$ cat config.mk
export PLATFORM = sky130hd
export DESIGN_NAME = adc_conversion_readout
export DESIGN_NICKNAME = d
export VERILOG_FILES = /design/src/shared/adc_readout_pkg.sv /design/src/shared/stream_if.sv /design/src/adc_conversion_readout.sv /design/src/pin_sync.sv /design/src/sample_fifo.sv
export SDC_FILE = /design/constraint.sdc
export NUM_CORES = 2
export LEC_CHECK = 0
export ABC_CLOCK_PERIOD_IN_PS = 5600
export BUFFER_PORTS_ARGS = -buffer_cell sky130_fd_sc_hd__buf_2
export CORE_MARGIN = 2
export CORE_UTILIZATION = 40
export CTS_BUF_LIST = sky130_fd_sc_hd__clkbuf_8
export DETAILED_ROUTE_END_ITERATION = 10
export GPL_ROUTABILITY_DRIVEN = 0
export SYNTH_ARGS = -nofsm -noshare
export SYNTH_HDL_FRONTEND = slang
export SYNTH_HIERARCHICAL = 1
export SYNTH_SLANG_ARGS = --single-unit
$ cat constraint.sdc
create_clock -name clk_sys -period 5.6 [get_ports clk_sys]
set_clock_uncertainty 0.1 [all_clocks]
set_input_delay 1.12 -clock clk_sys [delete_from_list [all_inputs] [get_ports clk_sys]]
set_output_delay 1.12 -clock clk_sys [all_outputs]
set_load 0.01 [all_outputs]
$ cat src/shared/adc_readout_pkg.sv
/*
  Constants and types for the conversion control and readout block.
  Assumes a 100 MHz system clock and a master conversion clock derived from it.
*/
package adc_readout_pkg;
  localparam int SYS_PERIOD_NS = 10;
  localparam int TCLK_NS = 488;
  localparam logic [5:0] TCLK_DIV_M1 = 6'(TCLK_NS / SYS_PERIOD_NS - 1);
  localparam int CHANS = 8;
  localparam int WORD_W = 24;
  localparam int RAW_W = 26;
  localparam int FRAME_W = 216;
  localparam int FIFO_DEPTH = 8;
  localparam logic [7:0] LAST_BIT = 8'hD7;
  localparam logic [3:0] LAST_CHAN = 4'h7;
  localparam logic [3:0] STATUS_HEAD = 4'hC;
  localparam logic [23:0] POS_FULL = 24'h7FFFFF;
  localparam logic [23:0] NEG_FULL = 24'h800000;
  localparam logic [15:0] STOP_SETUP_TCLK = 16'h0010;
  localparam logic [15:0] STOP_HOLD_TCLK = 16'h0010;
  localparam logic [2:0] CONVERSION_READY_N_PULSE_TCLK = 3'h4;
  localparam int SETTLE_FACTOR = 4;
  localparam int SINGLE_SHOT_BIT = 3;
  localparam int CHAIN_EN_BIT = 6;
  localparam logic CONT_READ_RESET = 1'b1;
  localparam logic [2:0] CMD_EARLY_EDGE = 3'h6;
  localparam logic [2:0] CMD_LAST_EDGE = 3'h7;
  localparam logic [7:0] CMD_START = 8'h08;
  localparam logic [7:0] CMD_STOP = 8'h0A;
  localparam logic [7:0] CMD_CONT_READ = 8'h10;
  localparam logic [7:0] CMD_STOP_CONT_READ = 8'h11;
  localparam logic [7:0] CMD_READ_ONCE = 8'h12;
  typedef enum logic [1:0] {C_IDLE, C_RUN, C_LOAD} conv_state_t;
endpackage

$ cat src/shared/stream_if.sv
/*
  Valid/ready word stream between the block's own modules.
  Assumes both ends run on clk_sys.
*/
`timescale 1ns/1ps
`default_nettype none
interface stream_if #(parameter int W = 26);
  logic valid;
  logic ready;
  logic [W-1:0] data;
  modport src(output valid, output data, input ready);
  modport snk(input valid, input data, output ready);
endinterface
`default_nettype wire

$ cat src/adc_conversion_readout.sv
/*
  Conversion control and serial frame readout for an eight-channel converter.
  Assumes raw channel samples arrive in channel order on the sample stream,
  and that the serial link pins come from outside the clk_sys domain.
*/
`timescale 1ns/1ps
`default_nettype none
module adc_conversion_readout #(
  parameter int CONV_TCLK = 512
) (
  // Clock and reset
  input wire logic clk_sys,
  input wire logic srst,
  // Control and serial pins
  input wire logic startPin,
  input wire logic spiCsN,
  input wire logic spiSclk,
  input wire logic spiDin,
  output var logic spiDout,
  output var logic spiDoutOe,
  output var logic conversionReadyN,
  // Configuration and flags
  input wire logic [7:0] configRegOne,
  input wire logic [7:0] configRegFour,
  input wire logic [7:0] chanPowerDown,
  input wire logic [7:0] leadOffFlagsPos,
  input wire logic [7:0] leadOffFlagsNeg,
  input wire logic [7:0] gpioData,
  // Raw sample stream
  input wire logic [adc_readout_pkg::RAW_W-1:0] sampleData,
  input wire logic sampleValid,
  output var logic sampleReady,
  // Status
  output var logic convActive,
  output var logic contReadMode
);
  localparam int FW = adc_readout_pkg::FRAME_W;
  localparam int WW = adc_readout_pkg::WORD_W;
  localparam int RW = adc_readout_pkg::RAW_W;
  // Overwrite pulse length in system clocks (four whole master periods)
  localparam int PULSE_CYC = int'(adc_readout_pkg::CONVERSION_READY_N_PULSE_TCLK) *
                             (int'(adc_readout_pkg::TCLK_DIV_M1) + 1);

  typedef struct packed {
    adc_readout_pkg::conv_state_t cst;
    logic [15:0] convCnt;
    logic first;
    logic ssMode;
    logic stopAt;
    logic stopNext;
    logic busy;
    logic [5:0] tdiv;
    logic drdyN;
    logic [7:0] pulseCnt;
    logic [3:0] loadCnt;
    logic [FW-1:0] frame;
    logic [FW-1:0] sh;
    logic [7:0] bitIdx;
    logic dout;
    logic doutOe;
    logic [7:0] cmdSh;
    logic [2:0] cmdBits;
    logic contRead;
    logic sclkPrev;
    logic startPrev;
  } ctl_t;
  ctl_t stReg;
  ctl_t stNext;

  logic startS;
  logic csS;
  logic sclkS;
  logic dinS;
  logic sclkRise;
  logic sclkFall;
  logic tick;
  logic cmdStart;
  logic cmdStop;
  logic startEv;
  logic stopEv;
  logic done;
  logic chainOn;
  logic [15:0] target;
  logic [WW-1:0] word;
  logic [RW-1:0] raw;

  stream_if #(.W(RW)) fifoIn ();
  stream_if #(.W(RW)) fifoOut ();

  ////////////////////////////////////////////////////////////////////////////
  pin_sync #(.W(4), .INIT(4'h4)) u_sync (
    .clk_sys(clk_sys),
    .srst(srst),
    .d({startPin, spiCsN, spiSclk, spiDin}),
    .q({startS, csS, sclkS, dinS})
  );

  assign fifoIn.valid = sampleValid;
  assign fifoIn.data = sampleData;

  // Back-pressure: the FIFO only drains during frame assembly
  sample_fifo #(.W(RW), .DEPTH(adc_readout_pkg::FIFO_DEPTH)) u_fifo (
    .clk_sys(clk_sys),
    .srst(srst),
    .inS(fifoIn.snk),
    .outS(fifoOut.src)
  );

  ////////////////////////////////////////////////////////////////////////////
  always_comb begin
    stNext = stReg;
    cmdStart = 1'b0;
    cmdStop = 1'b0;
    done = 1'b0;
    fifoOut.ready = 1'b0;
    sclkRise = sclkS && !stReg.sclkPrev;
    sclkFall = !sclkS && stReg.sclkPrev;
    tick = (stReg.tdiv == '0);
    chainOn = stReg.contRead && configRegOne[adc_readout_pkg::CHAIN_EN_BIT];
    stNext.sclkPrev = sclkS;
    stNext.startPrev = startS;
    stNext.tdiv = tick ? adc_readout_pkg::TCLK_DIV_M1 : stReg.tdiv - 6'h01;

    // Clip to 24 bits; in-range values pass unchanged
    raw = fifoOut.data;
    if (&raw[RW-1:WW-1] || ~|raw[RW-1:WW-1]) begin
      word = raw[WW-1:0];
    end else if (raw[RW-1]) begin
      word = adc_readout_pkg::NEG_FULL;
    end else begin
      word = adc_readout_pkg::POS_FULL;
    end
    if (chanPowerDown[stReg.loadCnt[2:0]]) begin
      word = '0;
    end

    // Serial side; a high select resets the bit index and command counter, the shifter keeps its contents
    if (csS) begin
      stNext.doutOe = 1'b0;
      stNext.cmdBits = '0;
      stNext.bitIdx = '0;
    end else begin
      stNext.doutOe = 1'b1;
      if (sclkRise) begin
        stNext.dout = stReg.sh[FW-1];
        stNext.bitIdx = (stReg.bitIdx == adc_readout_pkg::LAST_BIT) ? 8'h00 :
                        stReg.bitIdx + 8'h01;
        // Chained continuous read rotates so the frame repeats
        stNext.sh = {stReg.sh[FW-2:0], chainOn & stReg.sh[FW-1]};
      end
      if (sclkFall) begin
        stNext.cmdSh = {stReg.cmdSh[6:0], dinS};
        stNext.cmdBits = stReg.cmdBits + 3'h1;
        if (stReg.cmdBits == adc_readout_pkg::CMD_EARLY_EDGE) begin
          case ({stReg.cmdSh[5:0], dinS})
            adc_readout_pkg::CMD_START[7:1]: begin
              cmdStart = 1'b1;
            end
            adc_readout_pkg::CMD_STOP[7:1]: begin
              cmdStop = 1'b1;
            end
            adc_readout_pkg::CMD_READ_ONCE[7:1]: begin
              stNext.sh = stReg.frame;
              stNext.bitIdx = '0;
            end
            default: begin
            end
          endcase
        end
        // Read-mode commands differ only in their last bit
        if (stReg.cmdBits == adc_readout_pkg::CMD_LAST_EDGE) begin
          case ({stReg.cmdSh[6:0], dinS})
            adc_readout_pkg::CMD_CONT_READ: begin
              stNext.contRead = 1'b1;
            end
            adc_readout_pkg::CMD_STOP_CONT_READ: begin
              stNext.contRead = 1'b0;
            end
            default: begin
            end
          endcase
        end
      end
    end
    if (sclkFall) begin
      stNext.drdyN = 1'b1;
    end

    // Short high pulse on the ready output for an overwritten result;
    // counted in system clocks since the result lands mid master period
    if (stReg.pulseCnt != '0) begin
      stNext.pulseCnt = stReg.pulseCnt - 8'h01;
      if (stReg.pulseCnt == 8'h01) begin
        stNext.drdyN = 1'b0;
      end
    end

    // Conversion sequencing
    startEv = cmdStart || (startS && !stReg.startPrev);
    stopEv = cmdStop || (!startS && stReg.startPrev);
    target = stReg.first ? 16'(CONV_TCLK * adc_readout_pkg::SETTLE_FACTOR) :
             16'(CONV_TCLK);
    if (startEv) begin
      // Restart also resynchronises and resets the filter
      stNext.cst = adc_readout_pkg::C_RUN;
      stNext.convCnt = '0;
      stNext.first = 1'b1;
      stNext.stopAt = 1'b0;
      stNext.stopNext = 1'b0;
      stNext.ssMode = configRegFour[adc_readout_pkg::SINGLE_SHOT_BIT];
      stNext.drdyN = 1'b1;
      stNext.pulseCnt = '0;
    end else begin
      if (stopEv && stReg.cst != adc_readout_pkg::C_IDLE) begin
        // Too close to the next result: the conversion after it also completes
        if (target - stReg.convCnt < adc_readout_pkg::STOP_SETUP_TCLK) begin
          stNext.stopNext = 1'b1;
        end else begin
          stNext.stopAt = 1'b1;
        end
      end
      case (stReg.cst)
        adc_readout_pkg::C_RUN: begin
          if (tick) begin
            stNext.convCnt = stReg.convCnt + 16'h0001;
            if (stNext.convCnt == target) begin
              stNext.cst = adc_readout_pkg::C_LOAD;
              stNext.loadCnt = '0;
            end
          end
        end
        adc_readout_pkg::C_LOAD: begin
          fifoOut.ready = 1'b1;
          if (fifoOut.valid) begin
            stNext.frame[FW-WW-1:0] = {stReg.frame[FW-2*WW-1:0], word};
            stNext.loadCnt = stReg.loadCnt + 4'h1;
            done = (stReg.loadCnt == adc_readout_pkg::LAST_CHAN);
          end
        end
        default: begin
        end
      endcase
    end

    if (done) begin
      stNext.frame[FW-1:FW-WW] = {adc_readout_pkg::STATUS_HEAD, leadOffFlagsPos,
                                  leadOffFlagsNeg, gpioData[7:4]};
      if (stReg.contRead) begin
        stNext.sh = stNext.frame;
        stNext.bitIdx = '0;
      end
      if (!stReg.drdyN && !sclkFall) begin
        stNext.drdyN = 1'b1;
        stNext.pulseCnt = 8'(PULSE_CYC);
      end else begin
        stNext.drdyN = 1'b0;
      end
      stNext.convCnt = '0;
      stNext.first = 1'b0;
      if (stReg.ssMode || stReg.stopAt) begin
        stNext.cst = adc_readout_pkg::C_IDLE;
      end else begin
        stNext.cst = adc_readout_pkg::C_RUN;
        stNext.stopAt = stNext.stopNext;
        stNext.stopNext = 1'b0;
      end
    end
    stNext.busy = (stNext.cst != adc_readout_pkg::C_IDLE);
  end

  always_ff @(posedge clk_sys) begin
    if (srst) begin
      stReg <= '0;
      stReg.drdyN <= 1'b1;
      stReg.contRead <= adc_readout_pkg::CONT_READ_RESET;
    end else begin
      stReg <= stNext;
    end
  end

  assign spiDout = stReg.dout;
  assign spiDoutOe = stReg.doutOe;
  assign conversionReadyN = stReg.drdyN;
  assign sampleReady = fifoIn.ready;
  assign convActive = stReg.busy;
  assign contReadMode = stReg.contRead;
endmodule // adc_conversion_readout
`default_nettype wire

$ cat src/pin_sync.sv
/*
  Two-flop synchroniser for a group of asynchronous pins.
  Assumes the pins are quasi-static against clk_sys.
*/
`timescale 1ns/1ps
`default_nettype none
module pin_sync #(
  parameter int W = 1,
  parameter logic [W-1:0] INIT = '0
) (
  // Clock and reset
  input wire logic clk_sys,
  input wire logic srst,
  // Pins in, synchronised out
  input wire logic [W-1:0] d,
  output logic [W-1:0] q
);
  typedef struct packed {
    logic [W-1:0] s1;
    logic [W-1:0] s2;
  } sync_t;
  sync_t stReg;
  sync_t stNext;

  always_comb begin
    stNext.s1 = d;
    stNext.s2 = stReg.s1;
  end

  always_ff @(posedge clk_sys) begin
    if (srst) begin
      stReg <= {INIT, INIT};
    end else begin
      stReg <= stNext;
    end
  end

  assign q = stReg.s2;
endmodule // pin_sync
`default_nettype wire

$ cat src/sample_fifo.sv
/*
  Small FIFO for raw channel samples, valid/ready on both sides.
  Assumes DEPTH is a power of two; ready on the write side is a flop.
*/
`timescale 1ns/1ps
`default_nettype none
module sample_fifo #(
  parameter int W = 26,
  parameter int DEPTH = 8
) (
  // Clock and reset
  input wire logic clk_sys,
  input wire logic srst,
  // Streams
  stream_if.snk inS,
  stream_if.src outS
);
  localparam int AW = $clog2(DEPTH);
  typedef struct packed {
    logic [DEPTH-1:0][W-1:0] mem;
    logic [AW-1:0] wp;
    logic [AW-1:0] rp;
    logic [AW:0] cnt;
    logic room;
  } fifo_t;
  fifo_t stReg;
  fifo_t stNext;
  logic push;
  logic pop;

  always_comb begin
    stNext = stReg;
    push = inS.valid && stReg.room;
    pop = outS.ready && (stReg.cnt != '0);
    if (push) begin
      stNext.mem[stReg.wp] = inS.data;
      stNext.wp = stReg.wp + 1'b1;
    end
    if (pop) begin
      stNext.rp = stReg.rp + 1'b1;
    end
    stNext.cnt = stReg.cnt + (AW + 1)'(push) - (AW + 1)'(pop);
    // Registered room keeps the source stall free of combinational paths
    stNext.room = (stNext.cnt != (AW + 1)'(DEPTH));
  end

  always_ff @(posedge clk_sys) begin
    if (srst) begin
      stReg <= '0;
      stReg.room <= 1'b1;
    end else begin
      stReg <= stNext;
    end
  end

  assign inS.ready = stReg.room;
  assign outS.valid = (stReg.cnt != '0);
  assign outS.data = stReg.mem[stReg.rp];
endmodule // sample_fifo
`default_nettype wire

==> impl_metrics.ini <==
[timing]
setup_viol = 0
max_freq_mhz = 285
relSlewSlack_pct = 19.8
rsz0062_at_grt = no
worst_slew_pin_slew_ns = 1.19
setup-tns-final_ns = 0
finalHoldViolations = 0
fin_crit_ns = 3.50
min_period_over_period_pct = 62.6
drv_slew = 0

[die]
die_w_um = 287
rows = 103
ios = 87
die_y_um = 287
core_sq_um = 79100
die_area_sq_um = 82400
start_util_pct = 40.5

[finish]
syn2layout_area_growth_pct = 8.40
drive_gt1_share_pct = 10.0
final_area_sq_um = 34700
finalNonFillerCells = 4511
n_fill_cell = 7968
final_common_cell = dfxtp_1
register_area_sq_um = 14300
multiInputGateArea_sq_um = 16200
mostFrequentLayoutCells = 710 x dfxtp_1, 619 x nand2_1, 241 x a21oi_1, 241 x nand2b_1, 221 x mux2i_1
nets = 3478

[setup_path]
crit_required_ns = 6.08
crit_type = register to register
start_kind = register
cp_max_fo = 57
critPathCaptureType = register
critical_path_arrival_ns = 3.98

[route]
drt-wirelength-per-cell_um = 16.8
drtPass1Iterations = 5
drt_iter0_markers = 1548
drt-vias-per-instance = 5.38
drc = 0
num_vias = 24300
antenna_left = 0
wl_um = 75900

[synthesis]
synth-compound-area-share_pct = 20.4
synthCells = 3515
syn_avg_cell_area_sq_um = 9.12
synthMuxAreaShare_pct = 11.8
synth_async_sr_flop_share_pct = 0
syn-cell-area_sq_um = 32000
synth_top_family_by_area = compound AO/OA/AOI/OAI gates
yosys.area_share.simple_pct = 16.2
ys_types = 73
synthAdderAreaFrac_pct = 0.921
synth_ff_type = dfxtp_1
yosysWarnings = 6
synth-xor-area-share_pct = 0.902
seq_area_frac_synth_pct = 44.5
synthesis.nets = 3619
synth-edff-count = 0
ys_ff_latch = 713

[grt]
grt_usage_pct = 18.0
gr-total-overflow = 0
grt_pass1_vias = 24200
grt_max_degree = 220
grt_first_pass_wirelength_um = 124000
antenna_found_initial = 2

[clock_tree]
clkTransAtPathRegs_ns = 0.06
clkLatencyLatePin_ns = 0.73
cts_sinks = 713
cts_buffers = 115
clk_path_buf_depth = 3
post-cts-setup-buffers = 0
cts_resized = 0
hold_buffers = 0
cts-htree-levels = 3
cts-root-buf = clkbuf_8
cts_tree = built

[job]
cap_violations = 0

[place]
dp_cells = 4307
placed_cell_area_sq_um = 32500
io_buffer_count = 68
place_hpwl_um = 38400

[worst_hold_path]
hp-class = register to register

[power]
powerDensity_nw_per_um2 = 305
leakagePower_uw = 0.0128
vdd_drop_max_mv = 0.217
total_power_uw = 10600

[run_status]
outcome = finished, final reports clean
## cell usage after synthesis (3+ instances only)
library cell / count / share of area, %
nor2b_1: 17 / 0.33
ha_1: 22 / 0.86
buf_6: 11 / 0.39
nand3_1: 21 / 0.33
clkbuf_1: 246 / 2.9
o22a_1: 211 / 5.8
buf_4: 20 / 0.47
nor4_1: 9 / 0.18
nor3_1: 44 / 0.69
nand2_2: 4 / 0.078
o221ai_1: 190 / 5.2
o22ai_1: 23 / 0.45
nor3b_1: 8 / 0.19
nand2_1: 619 / 7.3
o21bai_1: 3 / 0.070
nand2b_1: 242 / 4.7
mux2i_1: 221 / 6.9
a21oi_1: 242 / 3.8
a21o_1: 26 / 0.61
nand4_1: 12 / 0.23
a22oi_1: 25 / 0.59
buf_2: 36 / 0.56
nor2_1: 89 / 1.0
or2_1: 3 / 0.059
inv_1: 27 / 0.32
nand3b_1: 3 / 0.070
buf_1: 35 / 0.41
mux4_1: 11 / 0.90
o211ai_1: 3 / 0.070
dfxtp_1: 713 / 45
or2_2: 3 / 0.059
and3_1: 6 / 0.12
o21ai_0: 205 / 3.2
xor2_1: 15 / 0.41
xnor2_1: 18 / 0.49
or3_1: 7 / 0.14
mux4_2: 43 / 3.0
and2_1: 6 / 0.12
mux2_2: 25 / 0.88
## registers in the layout, summed over array words and instances, names as in the netlist
| name | cells |
|---|---|
| spiDoutOe | 1 |
| spiDout | 1 |
| conversionReadyN | 1 |
| u_fifo/stReg | 218 |
| u_sync/q | 4 |
| contReadMode | 1 |
| u_fifo/inS.ready | 1 |
| u_sync/stNext | 4 |
| stReg | 481 |
| convActive | 1 |
## per-layer routing
layer | track usage [%] | routed length (um)
met2 | 30.3 | 35800
met1 | 23.8 | 36600
met5 | 0 | 0
met3 | 2.97 | 2390
met4 | 4.45 | 1150
## path summary, 6_finish.rpt
| check | start | endpoint | slack (ns) | depth (start not counted) |
|---|---|---|---|---|
| setup / recovery | u_sync/q[2]$_SDFF_PP1_ | stReg[85]$_SDFF_PP0_ | 2.10 | 7 |
| hold / removal | u_sync/stNext[2]$_SDFF_PP1_ | u_sync/q[2]$_SDFF_PP1_ | 0.30 | 1 |
| setup reg to reg | u_sync/q[2]$_SDFF_PP1_ | stReg[85]$_SDFF_PP0_ | 2.10 | 7 |
| hold reg to reg | u_sync/stNext[2]$_SDFF_PP1_ | u_sync/q[2]$_SDFF_PP1_ | 0.30 | 1 |
## metrics by stage
step	hold slack (ns)	setup slack (ns)	utilization, %
2_1_floorplan	0.283	2.61	-
3_3_place_gp	0.284	2.03	41.1
3_5_place_dp	0.292	2.02	41.1
4_1_cts	0.307	2.02	43.9
5_1_grt	0.345	1.78	43.9
6_report	0.304	2.10	43.9
## power breakdown
| part | internal, uW | switching, uW |
|---|---|---|
| Clock | 2230 | 2050 |
| Sequential | 5220 | 98.1 |
| Combinational | 433 | 565 |
| Total | 7870 | 2720 |
## critical path: stages, from the launching register on
cell and delay (ns):
dfxtp_4 0.79, nor4b_1 0.14, a41o_1 0.45, or2_4 0.36, nor3_2 0.26, and2_4 0.54, buf_4 0.52, o21ai_0 0.16
## area by class of cell
class | instances | share of cell area, %
Multi-Input combinational cell | 2421 | 46.5
Antenna cell | 3 | 0.0216
Inverter | 28 | 0.317
Clock buffer | 139 | 5.51
Tap cell | 1050 | 3.78
Clock inverter | 62 | 0.774
Timing Repair Buffer | 95 | 1.99
Sequential cell | 713 | 41.1
## cells by family (layout without fill, tap and decap cells)
| group | count (synthesis) | after routing |
|---|---|---|
| AO/OA/AOI/OAI | 952 | 952 |
| XOR/XNOR | 33 | 33 |
| adder cells (fa/ha/maj) | 23 | 23 |
| buffers and inverters | 381 | 324 |
| flip-flops | 713 | 713 |
| multiplexers | 302 | 302 |
| other | 0 | 3 |
| AND/OR/NAND/NOR | 1111 | 1111 |
Note: power is estimated with default switching activity, not from simulation.
